## config.mk

```make
export PLATFORM = sky130hd
export DESIGN_NAME = sosc_cfg
export DESIGN_NICKNAME = d
export VERILOG_FILES = /design/src/pkg/sosc_pkg.sv /design/src/logic/sosc_dev_reset.sv /design/src/logic/sosc_cfg.sv
export SDC_FILE = /design/constraint.sdc
export NUM_CORES = 1
export LEC_CHECK = 0
export ABC_AREA = 1
export BUFFER_PORTS_ARGS = -buffer_cell sky130_fd_sc_hd__buf_2
export CELL_PAD_IN_SITES_DETAIL_PLACEMENT = 1
export CELL_PAD_IN_SITES_GLOBAL_PLACEMENT = 1
export CORE_ASPECT_RATIO = 0.8
export CORE_UTILIZATION = 30
export CTS_CLUSTER_SIZE = 14
export DETAILED_ROUTE_END_ITERATION = 16
export HOLD_SLACK_MARGIN = 0.05
export PLACE_DENSITY_LB_ADDON = 0.1
export SLEW_MARGIN = 10
export SYNTH_ARGS = -nofsm -noshare
export SYNTH_HDL_FRONTEND = slang
export SYNTH_SLANG_ARGS = --single-unit
```

## constraint.sdc

```tcl
create_clock -name clk -period 4.5 [get_ports clk]
set_input_delay 0.675 -clock clk [delete_from_list [all_inputs] [get_ports clk]]
set_output_delay 0.675 -clock clk [all_outputs]
set_load 0.05 [all_outputs]
```

## src/pkg/sosc_pkg.sv

```systemverilog
// Purpose: Shared constants and types of the oscillator start and output configuration block
// Assumes: Byte-wide register port driven by the serial control port front end
// Notes:   Offsets are register byte addresses on that port
package sosc_pkg;

  // ==========================================================================
  // Register offsets
  localparam logic [7:0] ADDR_DEVICE_CONTROL    = 8'h0A;
  localparam logic [7:0] ADDR_XMO_HIGH   = 8'h10;
  localparam logic [7:0] ADDR_XMO_LOW    = 8'h11;
  localparam logic [7:0] ADDR_DRV_CTL    = 8'h15;
  localparam logic [7:0] ADDR_ODIV_HIGH  = 8'h16;
  localparam logic [7:0] ADDR_SOFT_RESET = 8'h48;

  // ==========================================================================
  // Field positions and widths
  localparam int BIT_SYNTH_PDN  = 6;
  localparam int BIT_CAL_TRIG   = 1;
  localparam int BIT_AUTO_START = 0;
  localparam int BIT_DIFF_PD    = 7;
  localparam int BIT_ODIV_MSB   = 0;
  localparam int BIT_SOFT_RESET = 0;
  localparam int XMO_WIDTH      = 10;

  // ==========================================================================
  // Reset values and write masks
  localparam logic [7:0] RST_DEVICE_CONTROL   = 8'h01;
  localparam logic [7:0] RST_DRV_CTL   = 8'h02;
  localparam logic [7:0] RST_ODIV_HIGH = 8'h00;
  localparam logic [7:0] MASK_DEVICE_CONTROL  = 8'h7F;
  localparam logic [7:0] MASK_DRV_CTL  = 8'h83;
  localparam logic [7:0] MASK_ODIV_HI  = 8'h01;
  localparam logic [9:0] RST_XMO       = 10'h000;

  // ==========================================================================
  // Timing
  localparam int CLK_PERIOD_NS = 10;
  localparam int CONFIG_NS     = 80;
  localparam int CONFIG_CYC    = (CONFIG_NS + CLK_PERIOD_NS - 1) / CLK_PERIOD_NS;
  localparam logic [3:0] CONFIG_LAST = 4'(CONFIG_CYC - 1);

  // ==========================================================================
  // Types
  typedef enum logic [1:0] {
    DRV_TRISTATE,
    DRV_LVPECL,
    DRV_LVDS,
    DRV_HCSL
  } sosc_drv_t;

  typedef enum {
    ST_CONFIG,
    ST_HALT,
    ST_CAL,
    ST_LOCK,
    ST_RUN,
    ST_PDN
  } sosc_state_t;

  typedef struct packed {
    logic       wr;
    logic       rd;
    logic [7:0] addr;
    logic [7:0] wdata;
  } sosc_req_t;

  typedef struct packed {
    logic       synth_enable;
    logic       cal_reset;
    logic       cal_start;
    logic       outputs_enable;
  } sosc_pll_t;

endpackage : sosc_pkg

```

## src/logic/sosc_dev_reset.sv

```systemverilog
// Purpose: Merges the device reset sources into one registered reset signal
// Assumes: Reset pin sampled synchronously to clk
// Notes:   Pin held low keeps the device in reset
`timescale 1ns/1ps
module sosc_dev_reset (
  // Clock and reset
  input  wire logic clk,
  input  wire logic srst,
  // Sources
  input  wire logic external_reset_pin_n,
  input  wire logic software_reset_bit,
  // Result
  output logic      dev_rst_ff
);

  logic nxt_dev_rst;

  // ==========================================================================
  // Source merge
  always_comb
  begin
    nxt_dev_rst = !external_reset_pin_n || software_reset_bit;
  end

  always_ff @(posedge clk)
  begin
    if (srst)
    begin
      dev_rst_ff <= 1'b1;
    end
    else
    begin
      dev_rst_ff <= nxt_dev_rst;
    end
  end

endmodule : sosc_dev_reset

```

## src/logic/sosc_cfg.sv

```systemverilog
// Behaviour
// Synth power-down set disables the PLL and holds calibration in reset; clearing restarts it.
// Writing 1 to the calibration trigger starts a calibration and the bit clears when it ends.
// After power-up or software reset the auto start bit decides, not the calibration trigger.
// With auto start at 1 a device reset leads on its own to lock and enabled outputs.
// Power-on reset, the external reset pin or the software reset bit all reset the device.
// With auto start at 0 the device halts after configuration until the host sets the bit; here a calibration trigger write also ends the halt.
// Writing 1 to the differential power-down bit powers down the output buffer.
// The driver select field picks tri-state, LVPECL, LVDS or HCSL.
// The output divider is 9 bits, its top bit at bit 0 of the divider high register.
// The host programs the divider only with 5 to 511; 0 to 4 are reserved.
// A 10-bit crystal margining offset sits in two registers and is not host writable.
// The host keeps reserved fields intact by read-modify-write.
//
// Purpose: Start-up sequencer and output configuration registers
// Assumes: Byte register port from the serial control front end; analog status synchronous
// Notes:   Divider range is not policed; reserved values pass through unchanged
`timescale 1ns/1ps
module sosc_cfg (
  // Clock and reset
  input  wire logic              clk,
  input  wire logic              srst,
  // Device reset sources
  input  wire logic              external_reset_pin_n,
  // Register port
  input  wire sosc_pkg::sosc_req_t req,
  output logic [7:0]             rdata_ff,
  output logic                   rvalid_ff,
  // Analog status
  input  wire logic              cal_done,
  input  wire logic              pll_lock,
  // Analog controls
  output sosc_pkg::sosc_pll_t    pll_ff,
  output logic                   diff_buffer_power_down_ff,
  output sosc_pkg::sosc_drv_t    drv_mode_ff,
  output logic                   out_div_msb_ff
);

  // ==========================================================================
  // Declarations
  sosc_pkg::sosc_state_t state_ff, nxt_state;
  logic [3:0]            cnt_ff, nxt_cnt;
  logic [7:0]            devctl_ff, nxt_devctl;
  logic [7:0]            drvctl_ff, nxt_drvctl;
  logic [7:0]            odivh_ff, nxt_odivh;
  logic [9:0]            xtal_margin_offset_ff;
  logic [7:0]            nxt_rdata;
  sosc_pkg::sosc_pll_t   nxt_pll;
  logic                  nxt_dpd;
  sosc_pkg::sosc_drv_t   nxt_drv;
  logic                  dev_rst;
  logic                  sw_rst;
  logic                  wr_dev, wr_drv, wr_odiv;
  logic                  synth_power_down, auto_lock_start, calibration_trigger;
  logic                  trig_set;

  assign wr_dev  = req.wr && (req.addr == sosc_pkg::ADDR_DEVICE_CONTROL);
  assign wr_drv  = req.wr && (req.addr == sosc_pkg::ADDR_DRV_CTL);
  assign wr_odiv = req.wr && (req.addr == sosc_pkg::ADDR_ODIV_HIGH);
  assign sw_rst  = req.wr && (req.addr == sosc_pkg::ADDR_SOFT_RESET)
                   && req.wdata[sosc_pkg::BIT_SOFT_RESET];
  assign synth_power_down    = devctl_ff[sosc_pkg::BIT_SYNTH_PDN];
  assign auto_lock_start     = devctl_ff[sosc_pkg::BIT_AUTO_START];
  assign calibration_trigger = devctl_ff[sosc_pkg::BIT_CAL_TRIG];
  // Trigger ignored while configuring so auto start governs start-up
  assign trig_set = wr_dev && req.wdata[sosc_pkg::BIT_CAL_TRIG]
                    && (state_ff != sosc_pkg::ST_CONFIG);

  sosc_dev_reset u_dev_reset (
    .clk                  (clk),
    .srst                 (srst),
    .external_reset_pin_n (external_reset_pin_n),
    .software_reset_bit   (sw_rst),
    .dev_rst_ff           (dev_rst)
  );

  // ==========================================================================
  // Registers
  always_comb
  begin
    nxt_devctl = devctl_ff;
    nxt_drvctl = drvctl_ff;
    nxt_odivh  = odivh_ff;
    if (wr_dev)
    begin
      nxt_devctl = req.wdata & sosc_pkg::MASK_DEVICE_CONTROL;
      nxt_devctl[sosc_pkg::BIT_CAL_TRIG] = calibration_trigger;
    end
    if (state_ff == sosc_pkg::ST_CAL && cal_done)
    begin
      nxt_devctl[sosc_pkg::BIT_CAL_TRIG] = 1'b0;
    end
    if (trig_set)
    begin
      nxt_devctl[sosc_pkg::BIT_CAL_TRIG] = 1'b1;
    end
    if (wr_drv)
    begin
      nxt_drvctl = req.wdata & sosc_pkg::MASK_DRV_CTL;
    end
    if (wr_odiv)
    begin
      nxt_odivh = req.wdata & sosc_pkg::MASK_ODIV_HI;
    end
    unique case (req.addr)
      sosc_pkg::ADDR_DEVICE_CONTROL:   nxt_rdata = devctl_ff;
      sosc_pkg::ADDR_XMO_HIGH:  nxt_rdata = {6'h00, xtal_margin_offset_ff[9:8]};
      sosc_pkg::ADDR_XMO_LOW:   nxt_rdata = xtal_margin_offset_ff[7:0];
      sosc_pkg::ADDR_DRV_CTL:   nxt_rdata = drvctl_ff;
      sosc_pkg::ADDR_ODIV_HIGH: nxt_rdata = odivh_ff;
      default:                  nxt_rdata = 8'h00;
    endcase
  end

  always_ff @(posedge clk)
  begin
    if (srst || dev_rst)
    begin
      devctl_ff <= sosc_pkg::RST_DEVICE_CONTROL;
      drvctl_ff <= sosc_pkg::RST_DRV_CTL;
      odivh_ff  <= sosc_pkg::RST_ODIV_HIGH;
      xtal_margin_offset_ff <= sosc_pkg::RST_XMO;
    end
    else
    begin
      devctl_ff <= nxt_devctl;
      drvctl_ff <= nxt_drvctl;
      odivh_ff  <= nxt_odivh;
    end
    if (srst)
    begin
      rdata_ff  <= 8'h00;
      rvalid_ff <= 1'b0;
    end
    else
    begin
      rdata_ff  <= req.rd ? nxt_rdata : rdata_ff;
      rvalid_ff <= req.rd;
    end
  end

  // ==========================================================================
  // Start-up sequencer
  always_comb
  begin
    nxt_state = state_ff;
    nxt_cnt   = cnt_ff;
    unique case (state_ff)
      sosc_pkg::ST_CONFIG:
      begin
        nxt_cnt = cnt_ff + 4'h1;
        if (cnt_ff == sosc_pkg::CONFIG_LAST)
        begin
          nxt_state = auto_lock_start ? sosc_pkg::ST_CAL : sosc_pkg::ST_HALT;
        end
      end
      sosc_pkg::ST_HALT:
      begin
        if ((wr_dev && req.wdata[sosc_pkg::BIT_AUTO_START]) || trig_set)
        begin
          nxt_state = sosc_pkg::ST_CAL;
        end
      end
      sosc_pkg::ST_CAL:
      begin
        if (cal_done)
        begin
          nxt_state = sosc_pkg::ST_LOCK;
        end
      end
      sosc_pkg::ST_LOCK:
      begin
        if (pll_lock)
        begin
          nxt_state = sosc_pkg::ST_RUN;
        end
      end
      sosc_pkg::ST_RUN:
      begin
        // A trigger that landed during lock is still pending here
        if (trig_set || calibration_trigger)
        begin
          nxt_state = sosc_pkg::ST_CAL;
        end
      end
      sosc_pkg::ST_PDN:
      begin
        if (!synth_power_down)
        begin
          nxt_state = sosc_pkg::ST_CAL;
        end
      end
    endcase
    // Caught at the end of configuration too, so no calibration starts
    if (synth_power_down
        && (state_ff != sosc_pkg::ST_CONFIG || cnt_ff == sosc_pkg::CONFIG_LAST))
    begin
      nxt_state = sosc_pkg::ST_PDN;
    end
    if (dev_rst)
    begin
      nxt_state = sosc_pkg::ST_CONFIG;
    end
  end

  always_ff @(posedge clk)
  begin
    if (srst || dev_rst)
    begin
      state_ff <= sosc_pkg::ST_CONFIG;
      cnt_ff   <= 4'h0;
    end
    else
    begin
      state_ff <= nxt_state;
      cnt_ff   <= nxt_cnt;
    end
  end

  // ==========================================================================
  // Analog controls
  always_comb
  begin
    nxt_pll.synth_enable   = (nxt_state != sosc_pkg::ST_PDN);
    nxt_pll.cal_reset      = (nxt_state == sosc_pkg::ST_PDN)
                             || (nxt_state == sosc_pkg::ST_CONFIG);
    nxt_pll.cal_start      = (nxt_state == sosc_pkg::ST_CAL) && (state_ff != sosc_pkg::ST_CAL);
    nxt_pll.outputs_enable = (nxt_state == sosc_pkg::ST_RUN);
    nxt_dpd = dev_rst ? sosc_pkg::RST_DRV_CTL[sosc_pkg::BIT_DIFF_PD]
                      : nxt_drvctl[sosc_pkg::BIT_DIFF_PD];
    nxt_drv = sosc_pkg::sosc_drv_t'(dev_rst ? sosc_pkg::RST_DRV_CTL[1:0]
                                            : nxt_drvctl[1:0]);
  end

  always_ff @(posedge clk)
  begin
    if (srst)
    begin
      pll_ff                    <= '0;
      diff_buffer_power_down_ff <= 1'b0;
      drv_mode_ff               <= sosc_pkg::DRV_LVDS;
      out_div_msb_ff            <= 1'b0;
    end
    else
    begin
      pll_ff                    <= nxt_pll;
      diff_buffer_power_down_ff <= nxt_dpd;
      drv_mode_ff               <= nxt_drv;
      out_div_msb_ff            <= dev_rst ? 1'b0 : nxt_odivh[sosc_pkg::BIT_ODIV_MSB];
    end
  end

  // ==========================================================================
  // Checks
  chk_pdn_disables: assert property (@(posedge clk) disable iff (srst || dev_rst)
    synth_power_down && state_ff != sosc_pkg::ST_CONFIG |=> !pll_ff.synth_enable
      && pll_ff.cal_reset)
    else $error("power-down did not disable synth");
  chk_pdn_restart: assert property (@(posedge clk) disable iff (srst || dev_rst)
    state_ff == sosc_pkg::ST_PDN && !synth_power_down |=> state_ff == sosc_pkg::ST_CAL)
    else $error("calibration not restarted after power-down");
  chk_trig_clears: assert property (@(posedge clk) disable iff (srst || dev_rst)
    state_ff == sosc_pkg::ST_CAL && cal_done && !trig_set |=> !calibration_trigger)
    else $error("calibration trigger did not self-clear");
  chk_trig_starts: assert property (@(posedge clk) disable iff (srst || dev_rst)
    trig_set && state_ff == sosc_pkg::ST_RUN && !synth_power_down
      |=> state_ff == sosc_pkg::ST_CAL ##0 pll_ff.cal_start)
    else $error("trigger did not start calibration");
  chk_cfg_auto: assert property (@(posedge clk) disable iff (srst || dev_rst)
    state_ff == sosc_pkg::ST_CONFIG && cnt_ff == sosc_pkg::CONFIG_LAST && !synth_power_down
      |=> state_ff == ($past(auto_lock_start) ? sosc_pkg::ST_CAL : sosc_pkg::ST_HALT))
    else $error("start-up path ignored auto start");
  chk_lock_outputs: assert property (@(posedge clk) disable iff (srst || dev_rst)
    state_ff == sosc_pkg::ST_LOCK && pll_lock && !synth_power_down |=> pll_ff.outputs_enable)
    else $error("outputs not enabled after lock");
  chk_dev_reset: assert property (@(posedge clk) disable iff (srst)
    !external_reset_pin_n |=> ##1 state_ff == sosc_pkg::ST_CONFIG
      && devctl_ff == sosc_pkg::RST_DEVICE_CONTROL)
    else $error("reset pin did not reset device");
  chk_halt_holds: assert property (@(posedge clk) disable iff (srst || dev_rst)
    state_ff == sosc_pkg::ST_HALT && !wr_dev |=> state_ff == sosc_pkg::ST_HALT
      || state_ff == sosc_pkg::ST_PDN)
    else $error("left halt without host write");
  chk_drv_follow: assert property (@(posedge clk) disable iff (srst || dev_rst)
    wr_drv |=> diff_buffer_power_down_ff == $past(req.wdata[7])
      && drv_mode_ff == sosc_pkg::sosc_drv_t'($past(req.wdata[1:0])))
    else $error("driver control not applied");
  chk_xmo_fixed: assert property (@(posedge clk) disable iff (srst || dev_rst)
    req.rd && req.addr == sosc_pkg::ADDR_XMO_LOW |=> rdata_ff == sosc_pkg::RST_XMO[7:0])
    else $error("margin offset read back wrong");

endmodule : sosc_cfg

```

==> key figures <==
STA
  – Final min period: 2.69 ns
  – Final TNS setup: 0 ns
  – Unrepaired setup endpoints after global routing: no
  – Part of the cycle the worst path needs: 0.597
  – Worst-Margin Slew: 0.962 ns
  – Clk_skew: 0.00640 ns
  – Slew Limit Headroom: 0.358
  – Max Clk Rate: 372 MHz
  – Slew Limit Fails: 0
  – Final Setup Violations: 0
  – Hold Violations, Final: 0

Die
  – DIE AREA: 10,300 µm²
  – Initial Util: 0.308
  – Die Y: 90.9 µm
  – Row cnt: 32
  – Area of the core: 9610 µm²
  – Top-Level Pins: 40
  – Die width: 113 µm

GRT
  – Met3 usage: 0.0517
  – Grt total ovfl: 0
  – Met1 GRT Util: 0.230
  – Pin count of the biggest net entering global routing: 36
  – Initial antenna violation count: 0
  – Number of global-route vias before repair: 2,815
  – Total global-route track usage: 0.169
  – GRT busiest layer: met2
  – Met2 GRT Util: 0.259
  – Global-route wire length before repair: 13,700 µm

Logic synthesis
  – Ys async rst share: 0
  – Yosys warnings: 0
  – Main flop type after synthesis: dfxtp_1
  – Yosys reg bits: 61
  – Synthesized area per cell: 7.30 µm²
  – EDFF count, synth: 0
  – Syn Nets: 430
  – Unique masters post-synth: 41
  – Cells after Synth: 406
  – Netlist Area Pre-Place: 2960 µm²
  – Register area share after synthesis: 0.412

Place
  – Placed instance count: 549
  – Dpl hpwl: 5980 µm
  – GP Congestion: 0.769
  – PortBufs: 39

Clock network
  – Postcts setup bufs: 0
  – Clk Latency, worst-skew pair: 0.32 ns
  – Root buffer cell: clkbuf_16
  – Htree depth: 3
  – CTS Hold Bufs: 0
  – PostCTS Resize Cnt: 0
  – Clock-pin slew of the registers on the worst-case setup and hold paths: 0.05 ns
  – Clk sinks: 61
  – Cts bufs inserted: 9
  – CTS tree: yes
  – Clock Tree Buf Depth: 2

Critical path
  – CP Capture Type: flip-flop
  – CP peak stage delay: 0.57 ns
  – Worst Path Required: 4.72 ns
  – Critical path fanouts, max: 35
  – CP Cell Sequence: ha_1 -> nand3_2 -> nand2_4 -> nand2_8 -> nand3b_1 -> nand3_1 -> inv_1 -> nand4_1 -> nor2_1 -> nand3_2 -> nand2_1 -> inv_1
  – Critical path startpoint category: flip-flop
  – Worst Setup Path Type: reg -> reg
  – Critical-path top delay cell: nand3_2
  – WP data arrival: 2.91 ns

Pwr
  – Leakage Power: 0.00152 µW
  – VDD IR max: 0.000155 V
  – Pwr dens: 355 nW/µm²

Layout
  – Post-route insts no fill: 565
  – # diodes: 0
  – Share of cells above drive strength 1: 0.186
  – Area growth syn-to-layout: 17.4%
  – Final core area utilization: 0.362
  – Final Net Count: 465

Route
  – Post-detailed-route count of antenna-violating nets: 0
  – Via count: 2,727
  – DRT Pass-1 Iters: 4
  – Wirelength, routed: 7970 µm
  – Vias per Instance: 4.83
  – Initial DRC Count: 67
  – Drt wl/cell: 14.1 µm
  – Drc violations: 0

Flow run
  – Number of max-cap violations: 0

Run status
  – Status: finished clean

Min path
  – Worst Hold Class: reg -> reg
==> kinds of logic (layout without fill, tap and decap cells) <==
| family | after synthesis | after routing | synth area share |
|---|---|---|---|
| compound gates | 44 | 44 | 0.0870 |
| xor+xnor | 1 | 1 | 0.00296 |
| flops | 61 | 61 | 0.412 |
| fa+ha+maj | 1 | 1 | 0.00422 |
| buf+inv | 65 | 105 | 0.101 |
| simple gates | 234 | 234 | 0.392 |
==> cell type report <==
cell class | instances | area [µm²]
tap | 119 | 149
timing repair buffer | 40 | 203
clock inverter | 4 | 22.5
fill | 1237 | 6130
multi-input combinational | 280 | 1440
clock buffer | 12 | 256
sequential | 61 | 1220
inverter | 49 | 184
==> sequential cells by signal, indices dropped and copies added (netlist names) <==
register	count
state_ff	32
devctl_ff	7
rdata_ff	8
rvalid_ff	1
drvctl_ff	3
odivh_ff	1
pll_ff	4
cnt_ff	4
u_dev_reset.dev_rst_ff	1
==> through the flow <==
step                      area, µm²  power, µW  hold slack (ns)  setup WS, ns
after floorplan                2960        595            0.438          2.41
after global placement         3200        614            0.455          1.76
after detailed placement       3200        614            0.458          1.73
after CTS                      3480       1250            0.466          1.76
after global routing           3480       1290            0.484          1.51
final                          3480       1230            0.464          1.81
==> cell usage after synthesis (all sizes together), types with 3 or more instances <==
cell type,n,share of area
buf,9,0.027
nand2,70,0.10
o2111ai,3,0.0089
nor3,13,0.024
inv,48,0.061
nand4,32,0.075
clkbuf,6,0.0089
a21oi,20,0.035
o21ai,14,0.025
nor2,82,0.11
nand3,32,0.067
dfxtp,61,0.41
==> final timing paths <==
kind                                    from     endpoint  slack [ns]  depth (start not counted)
worst max register to register     cnt_ff[0]    pll_ff[3]        1.81                         12
worst max-delay path               cnt_ff[0]    pll_ff[3]        1.81                         12
worst min register to register  devctl_ff[2]  rdata_ff[2]        0.46                          2
worst min-delay path            devctl_ff[2]  rdata_ff[2]        0.46                          2
==> worst max-delay path: cells and delay by family (launching register included) <==
family                     cells  cell delay, ns
DFF                            1            0.37
and+or+nand+nor                9            1.86
adders and majority gates      1            0.21
buffers and inverters          2            0.12
==> layout by cell type (no fill, tap or decap), drive strengths merged <==
cell and instances:
o221ai 1, clkbuf 12, a21oi 20, inv 48
o21ai 14, clkinvlp 1, buf 40, nand4 32
o21a 2, a211oi 1, nor2 82, xor2 1
o31ai 1, nor3 13, o211ai 2, or2 1
nand3b 2, nor4 2, ha 1, nand3 32
clkinv 4, o2111ai 3, dfxtp 61, nand2 70
==> power breakdown <==
part	internal [µW]	switching, µW	leakage, µW
clock	399	233	0.000138
combinational	14.6	39.0	0.000890
sequential	545	3.30	0.000494
total	959	276	0.00152
==> layer usage <==
| metal | vias to the layer above | wire length [µm] |
|---|---|---|
| li1 | 1418 | - |
| met1 | 1272 | 4240 |
| met2 | 33 | 3430 |
| met3 | 4 | 230 |
| met4 | 0 | 59 |
| met5 | - | 0 |
No activity file was read; power rests on OpenSTA's default activity.
